### config.mk
export PLATFORM = sky130hd
export DESIGN_NAME = ccg_clock_ctrl
export DESIGN_NICKNAME = d
export VERILOG_FILES = /design/src/verilog/ccg_pkg.sv /design/src/verilog/ccg_clock_ctrl.sv /design/src/verilog/ccg_div_tick.sv
export SDC_FILE = /design/constraint.sdc
export NUM_CORES = 1
export LEC_CHECK = 0
export BUFFER_PORTS_ARGS = -buffer_cell sky130_fd_sc_hd__buf_2
export CORE_ASPECT_RATIO = 1.25
export CORE_MARGIN = 2
export CORE_UTILIZATION = 59
export CTS_CLUSTER_DIAMETER = 40
export DETAILED_ROUTE_END_ITERATION = 6
export PLACE_DENSITY = 0.89
export SLEW_MARGIN = 30
export SYNTH_ARGS = -nofsm -noshare
export SYNTH_HDL_FRONTEND = slang
export SYNTH_HIERARCHICAL = 1
export SYNTH_SLANG_ARGS = --single-unit
### constraint.sdc
create_clock -name mclk -period 4.1 [get_ports mclk]
set_clock_uncertainty 0.05 [all_clocks]
set_input_delay 0.205 -clock mclk [delete_from_list [all_inputs] [get_ports mclk]]
set_output_delay 0.205 -clock mclk [all_outputs]
set_load 0.02 [all_outputs]
### src/verilog/ccg_pkg.sv
// Constants, register layout and bus carriers of the clock control block
package ccg_pkg;

   // ****************************************
   // Register map
   // ****************************************
   // Printed offsets are register indices; byte address is four times the index
   localparam logic [31:0] CCG_IDX_BASE = 32'h5000_0000;
   localparam logic [31:0] CCG_IDX_BUS = 32'h5000_0000;
   localparam logic [31:0] CCG_IDX_TRIM = 32'h5000_0002;
   localparam logic [31:0] CCG_IDX_PER = 32'h5000_0004;
   localparam int CCG_ADDR_W = 8;
   localparam logic [CCG_ADDR_W-1:0] CCG_ADDR_BUS = CCG_ADDR_W'((CCG_IDX_BUS - CCG_IDX_BASE) * 4);
   localparam logic [CCG_ADDR_W-1:0] CCG_ADDR_TRIM = CCG_ADDR_W'((CCG_IDX_TRIM - CCG_IDX_BASE) * 4);
   localparam logic [CCG_ADDR_W-1:0] CCG_ADDR_PER = CCG_ADDR_W'((CCG_IDX_PER - CCG_IDX_BASE) * 4);

   // ****************************************
   // Reset values and writable masks
   // ****************************************
   localparam logic [15:0] CCG_BUS_RST = 16'h0022;
   localparam logic [15:0] CCG_TRIM_RST = 16'h0000;
   localparam logic [15:0] CCG_PER_RST = 16'h0000;
   localparam logic [15:0] CCG_BUS_MASK = 16'h00B3;
   localparam logic [15:0] CCG_TRIM_MASK = 16'h07FF;
   localparam logic [15:0] CCG_PER_MASK = 16'h8BFB;

   // ****************************************
   // Field positions
   // ****************************************
   localparam int CCG_HDIV_LSB = 0;
   localparam int CCG_PDIV_LSB = 4;
   localparam int CCG_OTP_BIT = 7;
   localparam int CCG_FINE_LSB = 0;
   localparam int CCG_COARSE_LSB = 8;
   localparam int CCG_TDIV_LSB = 0;
   localparam int CCG_TMR_BIT = 3;
   localparam int CCG_WKUP_BIT = 4;
   localparam int CCG_I2C_BIT = 5;
   localparam int CCG_UART2_BIT = 6;
   localparam int CCG_UART1_BIT = 7;
   localparam int CCG_SDIV_LSB = 8;
   localparam int CCG_SPI_BIT = 11;
   localparam int CCG_QUAD_BIT = 15;

   // ****************************************
   // Divider and bus codes
   // ****************************************
   localparam int CCG_DIV_SEL_W = 2;
   localparam int CCG_DIV_CNT_W = 3;
   localparam logic [1:0] CCG_RESP_OKAY = 2'h0;
   localparam logic [1:0] CCG_RESP_SLVERR = 2'h2;

   typedef struct packed {
      logic awvalid;
      logic [CCG_ADDR_W-1:0] awaddr;
      logic wvalid;
      logic [31:0] wdata;
      logic [3:0] wstrb;
      logic bready;
      logic arvalid;
      logic [CCG_ADDR_W-1:0] araddr;
      logic rready;
   } ccg_axi_req_t;

   typedef struct packed {
      logic awready;
      logic wready;
      logic bvalid;
      logic [1:0] bresp;
      logic arready;
      logic rvalid;
      logic [31:0] rdata;
      logic [1:0] rresp;
   } ccg_axi_rsp_t;

endpackage : ccg_pkg
### src/verilog/ccg_clock_ctrl.sv
// Clock divider and gating control with an AXI4-Lite register slave
`timescale 1ns/1ps
`default_nettype none
module ccg_clock_ctrl #(
   parameter int DIV_SEL_W = 2,
   parameter int DIV_CNT_W = 3
) (
   input wire logic mclk,
   input wire logic rst_n,
   input wire logic ce,
   input wire ccg_pkg::ccg_axi_req_t axi_req,
   output var ccg_pkg::ccg_axi_rsp_t axi_rsp,
   output logic hclk_tick,
   output logic pclk_tick,
   output logic spi_clk_tick,
   output logic timer_clk_tick,
   output logic otp_clk_gate,
   output logic quad_clk_gate,
   output logic first_uart_clock_gate,
   output logic second_uart_clock_gate,
   output logic i2c_clk_gate,
   output logic wakeup_capture_timer_clock_gate,
   output logic general_timer_clock_gate,
   output logic [2:0] xtal_coarse_trim,
   output logic [7:0] xtal_fine_trim
);
   import ccg_pkg::*;

   // ****************************************
   // Registers
   // ****************************************
   logic [15:0] bus_clock_divider_ctrl_reg;
   logic [15:0] crystal_trim_ctrl_reg;
   logic [15:0] peripheral_clock_ctrl_reg;

   logic awready_reg;
   logic wready_reg;
   logic aw_have_reg;
   logic w_have_reg;
   logic [CCG_ADDR_W-1:0] waddr_reg;
   logic [31:0] wdata_reg;
   logic [3:0] wstrb_reg;
   logic bvalid_reg;
   logic [1:0] bresp_reg;
   logic arready_reg;
   logic rvalid_reg;
   logic [31:0] rdata_reg;
   logic [1:0] rresp_reg;

   // ****************************************
   // Bus decode
   // ****************************************
   wire logic aw_take = axi_req.awvalid && awready_reg;
   wire logic w_take = axi_req.wvalid && wready_reg;
   wire logic do_write = aw_have_reg && w_have_reg && !bvalid_reg;
   wire logic b_done = bvalid_reg && axi_req.bready;
   wire logic ar_take = axi_req.arvalid && arready_reg;
   wire logic r_done = rvalid_reg && axi_req.rready;

   wire logic wr_bus = do_write && (waddr_reg == CCG_ADDR_BUS);
   wire logic wr_trim = do_write && (waddr_reg == CCG_ADDR_TRIM);
   wire logic wr_per = do_write && (waddr_reg == CCG_ADDR_PER);
   wire logic wr_hit = wr_bus || wr_trim || wr_per;

   wire logic [15:0] strb_mask = {{8{wstrb_reg[1]}}, {8{wstrb_reg[0]}}};
   wire logic [15:0] bus_clock_divider_ctrl_next = (bus_clock_divider_ctrl_reg & ~strb_mask)
      | (wdata_reg[15:0] & strb_mask & CCG_BUS_MASK);
   wire logic [15:0] crystal_trim_ctrl_next = (crystal_trim_ctrl_reg & ~strb_mask)
      | (wdata_reg[15:0] & strb_mask & CCG_TRIM_MASK);
   wire logic [15:0] peripheral_clock_ctrl_next = (peripheral_clock_ctrl_reg & ~strb_mask)
      | (wdata_reg[15:0] & strb_mask & CCG_PER_MASK);

   wire logic rd_bus = axi_req.araddr == CCG_ADDR_BUS;
   wire logic rd_trim = axi_req.araddr == CCG_ADDR_TRIM;
   wire logic rd_per = axi_req.araddr == CCG_ADDR_PER;
   wire logic rd_hit = rd_bus || rd_trim || rd_per;
   wire logic [15:0] rd_value = rd_bus ? bus_clock_divider_ctrl_reg :
      rd_trim ? crystal_trim_ctrl_reg :
      rd_per ? peripheral_clock_ctrl_reg : 16'h0000;

   // ****************************************
   // Write channel
   // ****************************************
   always_ff @(posedge mclk or negedge rst_n) begin
      if (!rst_n) begin
         awready_reg <= 1'b1;
         wready_reg <= 1'b1;
         aw_have_reg <= 1'b0;
         w_have_reg <= 1'b0;
         waddr_reg <= '0;
         wdata_reg <= 32'h0000_0000;
         wstrb_reg <= 4'h0;
         bvalid_reg <= 1'b0;
         bresp_reg <= CCG_RESP_OKAY;
      end else if (ce) begin
         if (aw_take) begin
            awready_reg <= 1'b0;
            aw_have_reg <= 1'b1;
            waddr_reg <= axi_req.awaddr;
         end
         if (w_take) begin
            wready_reg <= 1'b0;
            w_have_reg <= 1'b1;
            wdata_reg <= axi_req.wdata;
            wstrb_reg <= axi_req.wstrb;
         end
         if (do_write) begin
            aw_have_reg <= 1'b0;
            w_have_reg <= 1'b0;
            bvalid_reg <= 1'b1;
            bresp_reg <= wr_hit ? CCG_RESP_OKAY : CCG_RESP_SLVERR;
         end
         if (b_done) begin
            bvalid_reg <= 1'b0;
            awready_reg <= 1'b1;
            wready_reg <= 1'b1;
         end
      end
   end

   // ****************************************
   // Control registers
   // ****************************************
   always_ff @(posedge mclk or negedge rst_n) begin
      if (!rst_n) begin
         bus_clock_divider_ctrl_reg <= CCG_BUS_RST;
         crystal_trim_ctrl_reg <= CCG_TRIM_RST;
         peripheral_clock_ctrl_reg <= CCG_PER_RST;
      end else if (ce) begin
         if (wr_bus) begin
            bus_clock_divider_ctrl_reg <= bus_clock_divider_ctrl_next;
         end
         if (wr_trim) begin
            crystal_trim_ctrl_reg <= crystal_trim_ctrl_next;
         end
         if (wr_per) begin
            peripheral_clock_ctrl_reg <= peripheral_clock_ctrl_next;
         end
      end
   end

   // ****************************************
   // Read channel
   // ****************************************
   always_ff @(posedge mclk or negedge rst_n) begin
      if (!rst_n) begin
         arready_reg <= 1'b1;
         rvalid_reg <= 1'b0;
         rdata_reg <= 32'h0000_0000;
         rresp_reg <= CCG_RESP_OKAY;
      end else if (ce) begin
         if (ar_take) begin
            arready_reg <= 1'b0;
            rvalid_reg <= 1'b1;
            rdata_reg <= {16'h0000, rd_value};
            rresp_reg <= rd_hit ? CCG_RESP_OKAY : CCG_RESP_SLVERR;
         end else if (r_done) begin
            rvalid_reg <= 1'b0;
            arready_reg <= 1'b1;
         end
      end
   end

   assign axi_rsp.awready = awready_reg;
   assign axi_rsp.wready = wready_reg;
   assign axi_rsp.bvalid = bvalid_reg;
   assign axi_rsp.bresp = bresp_reg;
   assign axi_rsp.arready = arready_reg;
   assign axi_rsp.rvalid = rvalid_reg;
   assign axi_rsp.rdata = rdata_reg;
   assign axi_rsp.rresp = rresp_reg;

   // ****************************************
   // Clock ticks
   // ****************************************
   logic [DIV_SEL_W-1:0] hclk_active;
   logic [DIV_SEL_W-1:0] pclk_active;

   ccg_div_tick #(.SEL_W(DIV_SEL_W), .CNT_W(DIV_CNT_W)) u_hclk_div (
      .mclk(mclk),
      .rst_n(rst_n),
      .ce(ce),
      .tick_in(1'b1),
      .gate(1'b1),
      .div_sel(bus_clock_divider_ctrl_reg[CCG_HDIV_LSB +: DIV_SEL_W]),
      .tick_out(hclk_tick),
      .active_sel(hclk_active)
   );

   ccg_div_tick #(.SEL_W(DIV_SEL_W), .CNT_W(DIV_CNT_W)) u_pclk_div (
      .mclk(mclk),
      .rst_n(rst_n),
      .ce(ce),
      .tick_in(hclk_tick),
      .gate(1'b1),
      .div_sel(bus_clock_divider_ctrl_reg[CCG_PDIV_LSB +: DIV_SEL_W]),
      .tick_out(pclk_tick),
      .active_sel(pclk_active)
   );

   ccg_div_tick #(.SEL_W(DIV_SEL_W), .CNT_W(DIV_CNT_W)) u_spi_div (
      .mclk(mclk),
      .rst_n(rst_n),
      .ce(ce),
      .tick_in(1'b1),
      .gate(peripheral_clock_ctrl_reg[CCG_SPI_BIT]),
      .div_sel(peripheral_clock_ctrl_reg[CCG_SDIV_LSB +: DIV_SEL_W]),
      .tick_out(spi_clk_tick),
      .active_sel()
   );

   ccg_div_tick #(.SEL_W(DIV_SEL_W), .CNT_W(DIV_CNT_W)) u_timer_div (
      .mclk(mclk),
      .rst_n(rst_n),
      .ce(ce),
      .tick_in(1'b1),
      .gate(peripheral_clock_ctrl_reg[CCG_TMR_BIT]),
      .div_sel(peripheral_clock_ctrl_reg[CCG_TDIV_LSB +: DIV_SEL_W]),
      .tick_out(timer_clk_tick),
      .active_sel()
   );

   // ****************************************
   // Gates and trims
   // ****************************************
   assign otp_clk_gate = bus_clock_divider_ctrl_reg[CCG_OTP_BIT];
   assign quad_clk_gate = peripheral_clock_ctrl_reg[CCG_QUAD_BIT];
   assign first_uart_clock_gate = peripheral_clock_ctrl_reg[CCG_UART1_BIT];
   assign second_uart_clock_gate = peripheral_clock_ctrl_reg[CCG_UART2_BIT];
   assign i2c_clk_gate = peripheral_clock_ctrl_reg[CCG_I2C_BIT];
   assign wakeup_capture_timer_clock_gate = peripheral_clock_ctrl_reg[CCG_WKUP_BIT];
   assign general_timer_clock_gate = peripheral_clock_ctrl_reg[CCG_TMR_BIT];
   assign xtal_coarse_trim = crystal_trim_ctrl_reg[CCG_COARSE_LSB +: 3];
   assign xtal_fine_trim = crystal_trim_ctrl_reg[CCG_FINE_LSB +: 8];

   // ****************************************
   // Assertions
   // ****************************************
   logic [3:0] hclk_gap_reg;
   logic hclk_seen_reg;
   always_ff @(posedge mclk or negedge rst_n) begin
      if (!rst_n) begin
         hclk_gap_reg <= 4'h0;
         hclk_seen_reg <= 1'b0;
      end else if (ce) begin
         hclk_gap_reg <= hclk_tick ? 4'h1 : ((hclk_gap_reg == 4'hF) ? 4'hF : hclk_gap_reg + 4'h1);
         hclk_seen_reg <= hclk_seen_reg || hclk_tick;
      end
   end

   property p_hclk_period;
      @(posedge mclk) disable iff (!rst_n)
      (ce && $past(ce) && hclk_tick && hclk_seen_reg)
         |-> (hclk_gap_reg == (4'h1 << $past(hclk_active)));
   endproperty
   a_hclk_period: assert property (p_hclk_period) else $error("AHB tick period wrong");

   property p_pclk_after_hclk;
      @(posedge mclk) disable iff (!rst_n)
      (ce && $past(ce) && pclk_tick) |-> $past(hclk_tick);
   endproperty
   a_pclk_after_hclk: assert property (p_pclk_after_hclk) else $error("APB tick not on AHB tick");

   property p_otp_write;
      @(posedge mclk) disable iff (!rst_n)
      (ce && wr_bus && wstrb_reg[0]) |=> (otp_clk_gate == $past(wdata_reg[CCG_OTP_BIT]));
   endproperty
   a_otp_write: assert property (p_otp_write) else $error("OTP gate did not follow write");

   property p_coarse_write;
      @(posedge mclk) disable iff (!rst_n)
      (ce && wr_trim && wstrb_reg[1]) |=> (xtal_coarse_trim == $past(wdata_reg[10:8]));
   endproperty
   a_coarse_write: assert property (p_coarse_write) else $error("Coarse trim not stored");

   property p_fine_hold;
      @(posedge mclk) disable iff (!rst_n)
      (!wr_trim) |=> $stable(xtal_fine_trim);
   endproperty
   a_fine_hold: assert property (p_fine_hold) else $error("Fine trim changed without write");

   property p_quad_write;
      @(posedge mclk) disable iff (!rst_n)
      (ce && wr_per && wstrb_reg[1]) |=> (quad_clk_gate == $past(wdata_reg[CCG_QUAD_BIT]));
   endproperty
   a_quad_write: assert property (p_quad_write) else $error("Quadrature gate did not follow");

   property p_spi_gated;
      @(posedge mclk) disable iff (!rst_n)
      (!peripheral_clock_ctrl_reg[CCG_SPI_BIT]) [*2] |-> !spi_clk_tick;
   endproperty
   a_spi_gated: assert property (p_spi_gated) else $error("SPI tick while gated");

   property p_uart_write;
      @(posedge mclk) disable iff (!rst_n)
      (ce && wr_per && wstrb_reg[0]) |=> (first_uart_clock_gate == $past(wdata_reg[7])
         && second_uart_clock_gate == $past(wdata_reg[6]) && i2c_clk_gate == $past(wdata_reg[5]));
   endproperty
   a_uart_write: assert property (p_uart_write) else $error("Peripheral gates did not follow");

   property p_wakeup_write;
      @(posedge mclk) disable iff (!rst_n)
      (ce && wr_per && wstrb_reg[0])
         |=> (wakeup_capture_timer_clock_gate == $past(wdata_reg[CCG_WKUP_BIT]));
   endproperty
   a_wakeup_write: assert property (p_wakeup_write) else $error("Wakeup gate did not follow");

   property p_timer_gated;
      @(posedge mclk) disable iff (!rst_n)
      (!general_timer_clock_gate) [*2] |-> !timer_clk_tick;
   endproperty
   a_timer_gated: assert property (p_timer_gated) else $error("Timer tick while gated");

   property p_reserved_zero;
      @(posedge mclk) disable iff (!rst_n)
      rvalid_reg |-> (rdata_reg[31:16] == 16'h0000)
         && ((bus_clock_divider_ctrl_reg & ~CCG_BUS_MASK) == 16'h0000)
         && ((peripheral_clock_ctrl_reg & ~CCG_PER_MASK) == 16'h0000);
   endproperty
   a_reserved_zero: assert property (p_reserved_zero) else $error("Reserved bits not zero");

   c_write_done: cover property (@(posedge mclk) disable iff (!rst_n) b_done && bresp_reg == 2'h0);
   c_read_done: cover property (@(posedge mclk) disable iff (!rst_n) r_done && rresp_reg == 2'h0);
   c_spi_tick: cover property (@(posedge mclk) disable iff (!rst_n) spi_clk_tick);
   c_hclk_change: cover property (@(posedge mclk) disable iff (!rst_n) hclk_tick && hclk_active == 2'h0);
endmodule : ccg_clock_ctrl
`default_nettype wire

### src/verilog/ccg_div_tick.sv
// Power-of-two tick divider with glitch-free setting change and gate
`timescale 1ns/1ps
`default_nettype none
module ccg_div_tick #(
   parameter int SEL_W = 2,
   parameter int CNT_W = 3
) (
   input wire logic mclk,
   input wire logic rst_n,
   input wire logic ce,
   input wire logic tick_in,
   input wire logic gate,
   input wire logic [SEL_W-1:0] div_sel,
   output logic tick_out,
   output logic [SEL_W-1:0] active_sel
);
   logic [CNT_W-1:0] cnt_reg;
   logic [SEL_W-1:0] sel_reg;
   logic tick_reg;
   wire logic [CNT_W-1:0] last_cnt = CNT_W'((1 << sel_reg) - 1);
   wire logic terminal = tick_in && (cnt_reg >= last_cnt);

   // New setting taken only at a period boundary
   always_ff @(posedge mclk or negedge rst_n) begin
      if (!rst_n) begin
         cnt_reg <= '0;
         sel_reg <= '0;
         tick_reg <= 1'b0;
      end else if (ce) begin
         if (terminal) begin
            cnt_reg <= '0;
            sel_reg <= div_sel;
         end else if (tick_in) begin
            cnt_reg <= cnt_reg + CNT_W'(1);
         end
         tick_reg <= terminal && gate;
      end
   end

   assign tick_out = tick_reg;
   assign active_sel = sel_reg;
endmodule : ccg_div_tick
`default_nettype wire

After elaboration in Yosys (flattened, before gate mapping)
Index checks and enable logic that the tools add are counted.
Widths: inputs -> output; s select.
{"block": "op_classes", "shifts": 4, "div": 0, "muxes": 24, "add_sub_neg": 8, "n_reduce_logical": 45, "bitwise": 8, "n_eq_ne": 4, "order_cmp": 4, "n_mul": 0}
{"cell": "$and 16x16->16", "n": 4}
{"cell": "$mux 16", "n": 3}
{"cell": "$reduce_and 2->1", "n": 18}
{"cell": "$eq 8x4->1 const B", "n": 2}
{"cell": "$eq 8x5->1 const B", "n": 2}
{"cell": "$logic_not 8->1", "n": 2}
{"cell": "$not 16->16", "n": 1}
{"cell": "$or 16x11->16", "n": 1}
{"cell": "$or 16x16->16", "n": 1}
{"cell": "$or 16x8->16", "n": 1}
{"cell": "$mux 3", "n": 5}
{"cell": "$mux 1", "n": 14}
{"cell": "$reduce_bool 2->1", "n": 7}
{"cell": "$logic_and 1x1->1", "n": 13}
{"cell": "$add 3x1->3 const B", "n": 4}
{"cell": "$ge 3x3->1", "n": 4}
{"cell": "$shl 1x2->3 const A", "n": 4}
{"cell": "$sub 3x2->3 const B", "n": 4}
{"cell": "$logic_or 1x1->1", "n": 4}
{"cell": "$mux 2", "n": 2}
{"cell": "$logic_not 1->1", "n": 1}
{"block": "totals", "n_memories": 0, "latch_bits": 0, "out_inout_bits": 63, "romBits": 0, "regBits": 125, "mem_bits_rw": 0}

Longest topological paths before layout
Gate-level depths: netlist (run 1).
{"block": "logic_depth", "ltp_word": 6, "ltp_mapped": 6, "ltp_nobuf": 6}

Hierarchy
Netlist (run 1), hierarchy kept.
{"mod": "ccg_clock_ctrl", "seq_area_each_um2": 2408.6, "cells_per_inst": 326, "instances": 1, "area_each_um2": 4246.6}
{"mod": "ccg_div_tick", "seq_area_each_um2": 150.1, "cells_per_inst": 35, "instances": 4, "area_each_um2": 349.1}

Worst setup path after synthesis (run 1)
OpenSTA, ideal clock, no wires.
{"block": "synth_timing", "kind": "register -> register", "startpoint": "register waddr_reg[5]", "endpoint": "register with a tool-made name", "setup_slack_ns": 2.292, "arrival_ns": 1.633, "n_path_buf": 0, "path_stages_with_launch": 4, "required_ns": 3.925, "cell_sequence": "dfrtp_1 or3_4 nor4_4 mux2_2"}
{"element": "from (decl)", "line_no": "ccg_clock_ctrl.sv:40", "text": "logic [CCG_ADDR_W-1:0] waddr_reg;"}
{"element": "from (signal assigned)", "line_no": "ccg_clock_ctrl.sv:99", "text": "waddr_reg <= axi_req.awaddr;"}

==> results of run 1 <==
==> Yosys cell counts, drive strengths merged <==
library cell | n | area, µm²
a21o | 4 | 30.0
o21ai | 23 | 130
a2bb2oi | 5 | 43.8
buf | 37 | 269
inv | 20 | 75.1
a31oi | 1 | 6.26
a22o | 11 | 96.3
nand3 | 12 | 80.1
or3 | 2 | 22.5
a2111oi | 1 | 8.76
a21boi | 2 | 15.0
dfrtp | 115 | 2880
nand3b | 1 | 7.51
conb | 2 | 7.51
nor4bb | 1 | 10.0
nand4b | 3 | 26.3
mux2i | 16 | 160
nor3 | 11 | 55.1
clkbuf | 11 | 41.3
or2 | 4 | 25.0
nand4 | 8 | 50.1
nand4bb | 1 | 11.3
and2 | 7 | 43.8
a21oi | 11 | 55.1
or4 | 2 | 15.0
dfstp | 5 | 131
and3 | 1 | 6.26
a32o | 2 | 20.0
nor4 | 5 | 67.6
nor2b | 18 | 143
o2bb2ai | 11 | 96.3
ha | 16 | 200
mux2 | 58 | 653
nand2 | 36 | 135
and4b | 1 | 10.0
and3b | 2 | 17.5
==> final cells by class <==
class	count	share of cell area, %
Tap cell	123	2.21
Multi-Input combinational cell	308	34.1
Sequential cell	120	43.3
Clock inverter	8	1.66
Clock buffer	24	7.36
Timing Repair Buffer	114	10.3
Inverter	20	1.08
==> worst min-delay path by stage <==
stage | slack, ps | cells past startpoint | start | end
after global placement | 260 | 1 | rst_n | wdata_reg[10]
after detailed placement | 280 | 1 | rst_n | wdata_reg[10]
after global routing | 9 | 2 | axi_req[19] | wdata_reg[4]
final | 20 | 2 | axi_req[19] | wdata_reg[4]
after CTS | 5 | 2 | axi_req[19] | wdata_reg[4]
after floorplan | -140 | 0 | rst_n | async pin
==> report_power, final <==
group | total [W] | leakage [nW] | internal [W] | switching, W
Clock | 0.00156 | 0.316 | 0.00105 | 0.000509
Sequential | 0.00154 | 1.60 | 0.00137 | 0.000178
Combinational | 0.000548 | 1.62 | 0.000260 | 0.000288
Total | 0.00365 | 3.53 | 0.00267 | 0.000975
==> kinds of logic (layout without fill, tap and decap cells) <==
| group | after synthesis | after routing |
|---|---|---|
| AOI/OAI and AO/OA | 71 | 71 |
| adders and majority gates | 16 | 16 |
| buffers and inverters | 68 | 166 |
| DFF | 120 | 120 |
| muxes | 74 | 74 |
| other | 2 | 32 |
| and+or+nand+nor | 115 | 115 |
==> per-stage QoR <==
| stage | area, µm² | hold WS [ps] |
|---|---|---|
| after floorplan | 5760 | -141 |
| after global placement | 6060 | 264 |
| after detailed placement | 6060 | 279 |
| after CTS | 6950 | 4.89 |
| after global routing | 6950 | 8.93 |
| final | 6950 | 19.7 |
==> layer usage <==
| layer | track usage [%] | wire [µm] | share of wire (%) | up-vias |
|---|---|---|---|---|
| met3 | 8.46 | 955 | 6.8 | 45 |
| met2 | 50.8 | 7520 | 54 | 208 |
| li1 | - | - | - | 1837 |
| met1 | 33.0 | 5110 | 36 | 2091 |
| met5 | 0 | 0 | 0 | - |
| met4 | 14.1 | 453 | 3.2 | 0 |
==> worst max-delay path: stages, from the launching register on <==
cell,delay [ps]
dfrtp_1,440
nand3b_1,370
nor4_4,780
mux2_2,420
==> layout by cell type (no fill, tap or decap), types with 14 or more instances in the layout <==
| cell | count |
|---|---|
| inv_1 | 20 |
| dfrtp_1 | 115 |
| mux2_2 | 47 |
| buf_2 | 82 |
| ha_1 | 16 |
| nor2b_1 | 14 |
| dlygate4sd3_1 | 26 |
| o21ai_0 | 19 |
| conb_1 | 32 |
| nand2_1 | 36 |
| mux2i_1 | 16 |
| clkbuf_16 | 17 |
==> impl_metrics.tcl, run 1 <==
set metrics [dict create \
    clockBufferDepth 2 \
    leakage_nw 3.53 \
    clk_latency_ps 420 \
    reg2reg_depth 3 \
    synth_cell_types 44 \
    synthSimpleGateAreaFrac_pct 12.9 \
    period_share_pct 53.3 \
    drt_iter0_markers 263 \
    cp_max_fo 8 \
    root_buffer "clkbuf_16" \
    r2r-start "bvalid_reg" \
    drv_slew 0 \
    initial_core_util_pct 61.2 \
    die_h_um 113 \
    power.density_nw_per_um2 525 \
    layout-drive-gt1-share_pct 32.7 \
    path_class "reg -> reg" \
    cts-resized-gates 0 \
    gp_congestion 0.819 \
    drt-total-wl_um 14000 \
    hold_class "in -> reg" \
    fin_cells 717 \
    avgSynthCellArea_um2 12.1 \
    fmax_mhz 457 \
    cp.arrival_ps 2430 \
    synth_mux_area_share_pct 14.4 \
    status "finished, final reports clean" \
    detailed_place_hpwl_um 8110 \
    synthXorXnorAreaFrac_pct 0 \
    period_needed_ps 2190 \
    synth_top_family_by_area "multiplexers" \
    core_um2 9220 \
    netlist_area_um2 5640 \
    area_delta_synth_final_pct 23.2 \
    finalHoldViolCount 0 \
    chipWidth_um 91.5 \
    rsz0062_at_grt "false" \
    cts_tree "done" \
    yosysWarnings 6 \
    postCtsSetupRepairBufs 0 \
    clk_pin_slew_ps 50 \
    ir_drop_mv 0.440 \
    relSlewSlack_pct 42.7 \
    fin_tns_setup_ps 0 \
    max_cap_violations 0 \
    final_util_pct 75.4 \
    p_total_w 0.00365 \
    post-place-cells 659 \
    antenna_found_initial 0 \
    io_buffers 83 \
    num_rows 39 \
    grtUsageTotal_pct 29.3 \
    cp.required_ps 4350 \
    avgRoutedWirePerCell_um 19.6 \
    grt_pass1_wl_um 23000 \
    synth_cells 466 \
    place_ws_ps 1640 \
    grt_pass1_vias 4475 \
    dieArea_um2 10400 \
    io_pins 123 \
    cts_max_level 4 \
    cts_buffers 17 \
    regArea_um2 3010 \
    fill_cells 524 \
    setup.worst_path.start_class "register" \
    synthAdderAreaFrac_pct 3.55 \
    finalSetupViolCount 0 \
    vias 4181 \
    cts_hold_buf 26 \
    grt_max_degree 63 \
    antenna_cells 0 \
    drcViolationCount 0 \
    nets 657 \
    worst_pin_slew_ps 853 \
    critPathLaunch "bvalid_reg" \
    grt-ovfl-total 0 \
    ys_seq_area_share_pct 53.3 \
    ys_ff_latch 120 \
    dr.pass1.iters 4 \
    setup_ws_ps 1910 \
    synth_compound_area_share_pct 8.89 \
    avgViaCountPerCell 5.83 \
    multi_input_area_um2 2370 \
    ff2ff_setup_slack_ps 1910 \
    clock-sinks 120 \
    drtAntennaViolNets 0 \
    end_kind "register" \
]
(Power assumes the default switching activity.)
==> run 2, diff against run 1 <==
Settings changed: CORE_UTILIZATION 59 to 49, PLACE_DENSITY 0.89 to 0.79.
Clock period 4.1 ns to 1.9 ns, I/O delays scaled along.
==> impl_metrics.tcl, run 2 (synthesis gave the netlist of run 1 again) <==
set metrics [dict create \
    cp_max_fo 4 \
    reg2reg_depth 4 \
    layout-drive-gt1-share_pct 34.4 \
    period_needed_ps 1850 \
    antenna_cells 0 \
    cpMaxStageDelayCell "or3_4" \
    power.density_nw_per_um2 1090 \
    die_h_um 124 \
    setup.worst_path.start_class "register" \
    drt_iter0_markers 173 \
    nets 680 \
    clk_pin_slew_ps 50 \
    initial_core_util_pct 50.4 \
    fill_cells 819 \
    fmax_mhz 542 \
    grt_max_degree 58 \
    path_class "reg -> reg" \
    rsz0062_at_grt "false" \
    status "finished, final reports clean" \
    ir_drop_mv 0.694 \
    setup_ws_ps 53.9 \
    fin_tns_setup_ps 0 \
    final_common_cell "dfrtp_1" \
    leakage_nw 3.65 \
    detailed_place_hpwl_um 8220 \
    postCtsSetupRepairBufs 0 \
    area_delta_synth_final_pct 27.3 \
    dieArea_um2 12400 \
    cts_buffers 17 \
    io_buffers 83 \
    clk_latency_ps 420 \
    avgViaCountPerCell 5.25 \
    ff2ff_setup_slack_ps 50 \
    chipWidth_um 100 \
    cts_max_level 4 \
    finalHoldViolCount 0 \
    vias 3945 \
    final_cell_mix "dfrtp_1 (115), buf_2 (82), mux2_2 (47)" \
    clock-sinks 120 \
    grt_pass1_wl_um 20200 \
    timing.hold.ws_ps 68.1 \
    place_ws_ps 44.3 \
    drcViolationCount 0 \
    r2r-start "waddr_reg[5]" \
    finalSetupViolCount 0 \
    period_share_pct 97.2 \
    hold_class "in -> async" \
    drv_slew 0 \
    core_um2 11200 \
    final_util_pct 64.2 \
    clockBufferDepth 2 \
    cp.arrival_ps 2090 \
    drtAntennaViolNets 0 \
    cp_slowest_stage_delay_ps 440 \
    cp_cell_sequence "or3_4, nor4_4, buf_4, mux2_1" \
    cp.required_ps 2140 \
    end_kind "register" \
    grtUsageTotal_pct 21.5 \
    grt_pass1_vias 4099 \
    gp_congestion 0.819 \
    dr.pass1.iters 4 \
    root_buffer "clkbuf_16" \
    max_cap_violations 0 \
    io_pins 123 \
    grt-ovfl-total 0 \
    num_rows 43 \
    drt-total-wl_um 12300 \
    antenna_found_initial 0 \
    avgRoutedWirePerCell_um 16.4 \
    cts_tree "done" \
]
[run 2: cell types whose count changed in the layout (fill, tap and decap cells not counted), sizes merged]
| cell | change |
|---|---|
| clkinv | +1 |
| dlygate4sd3 | +5 |
| clkbuf | -1 |
| buf | +18 |
[run 2: where the power goes]
part / internal, W / total (W) / switching, W
combinational: 0.000629 / 0.00125 / 0.000622
sequential: 0.00295 / 0.00327 / 0.000325
clock: 0.00218 / 0.00328 / 0.00110
total: 0.00576 / 0.00780 / 0.00204
[run 2: worst max path at each step]
stage	start	depth (start not counted)	to	slack, ps
final	waddr_reg[5]	4	register	50
after global routing	u_pclk_div/active_sel[1]	6	u_pclk_div/active_sel[1]	3
after CTS	u_timer_div/active_sel[1]	6	u_timer_div/active_sel[1]	40
after detailed placement	waddr_reg[5]	4	register	40
after global placement	waddr_reg[5]	4	register	90
after floorplan	waddr_reg[5]	3	register	90
[run 2: layout make-up]
type,instances,area (µm²),area share (%)
flip-flops and latches,120,3010,41.9
multi-input cells,308,2390,33.3
repair buffers,137,930,12.9
clock buffers,23,488,6.79
well taps,135,169,2.35
clock inverters,9,120,1.67
inverters,20,75.1,1.05
[run 2: critical path, delay by kind of cell (launching register included)]
| family | cells | cell delay, ps |
|---|---|---|
| buffers and inverters | 1 | 190 |
| flip-flops | 1 | 380 |
| multiplexers | 1 | 330 |
| AND/OR/NAND/NOR | 2 | 770 |
[run 2: routing by layer]
layer | track usage, % | share of wire (%)
met1 | 25.1 | 41
met2 | 38.2 | 53
met3 | 5.89 | 4.5
met4 | 7.36 | 1.2
met5 | 0 | 0
[run 2: through the flow]
stage	instance area, µm²	cells	total power (W)
floorplan	5760	496	0.00413
global route	7180	752	0.00813
global placement	6240	689	0.00441
CTS	7150	752	0.00782
detailed placement	6240	689	0.00449
finish	7180	752	0.00780
[run 2: what timing repair did]
item,CTS,global route
setup endpoints to repair,0,4
hold buffers,31,0
endpoints found under the hold margin,144,0
resized for setup,0,3
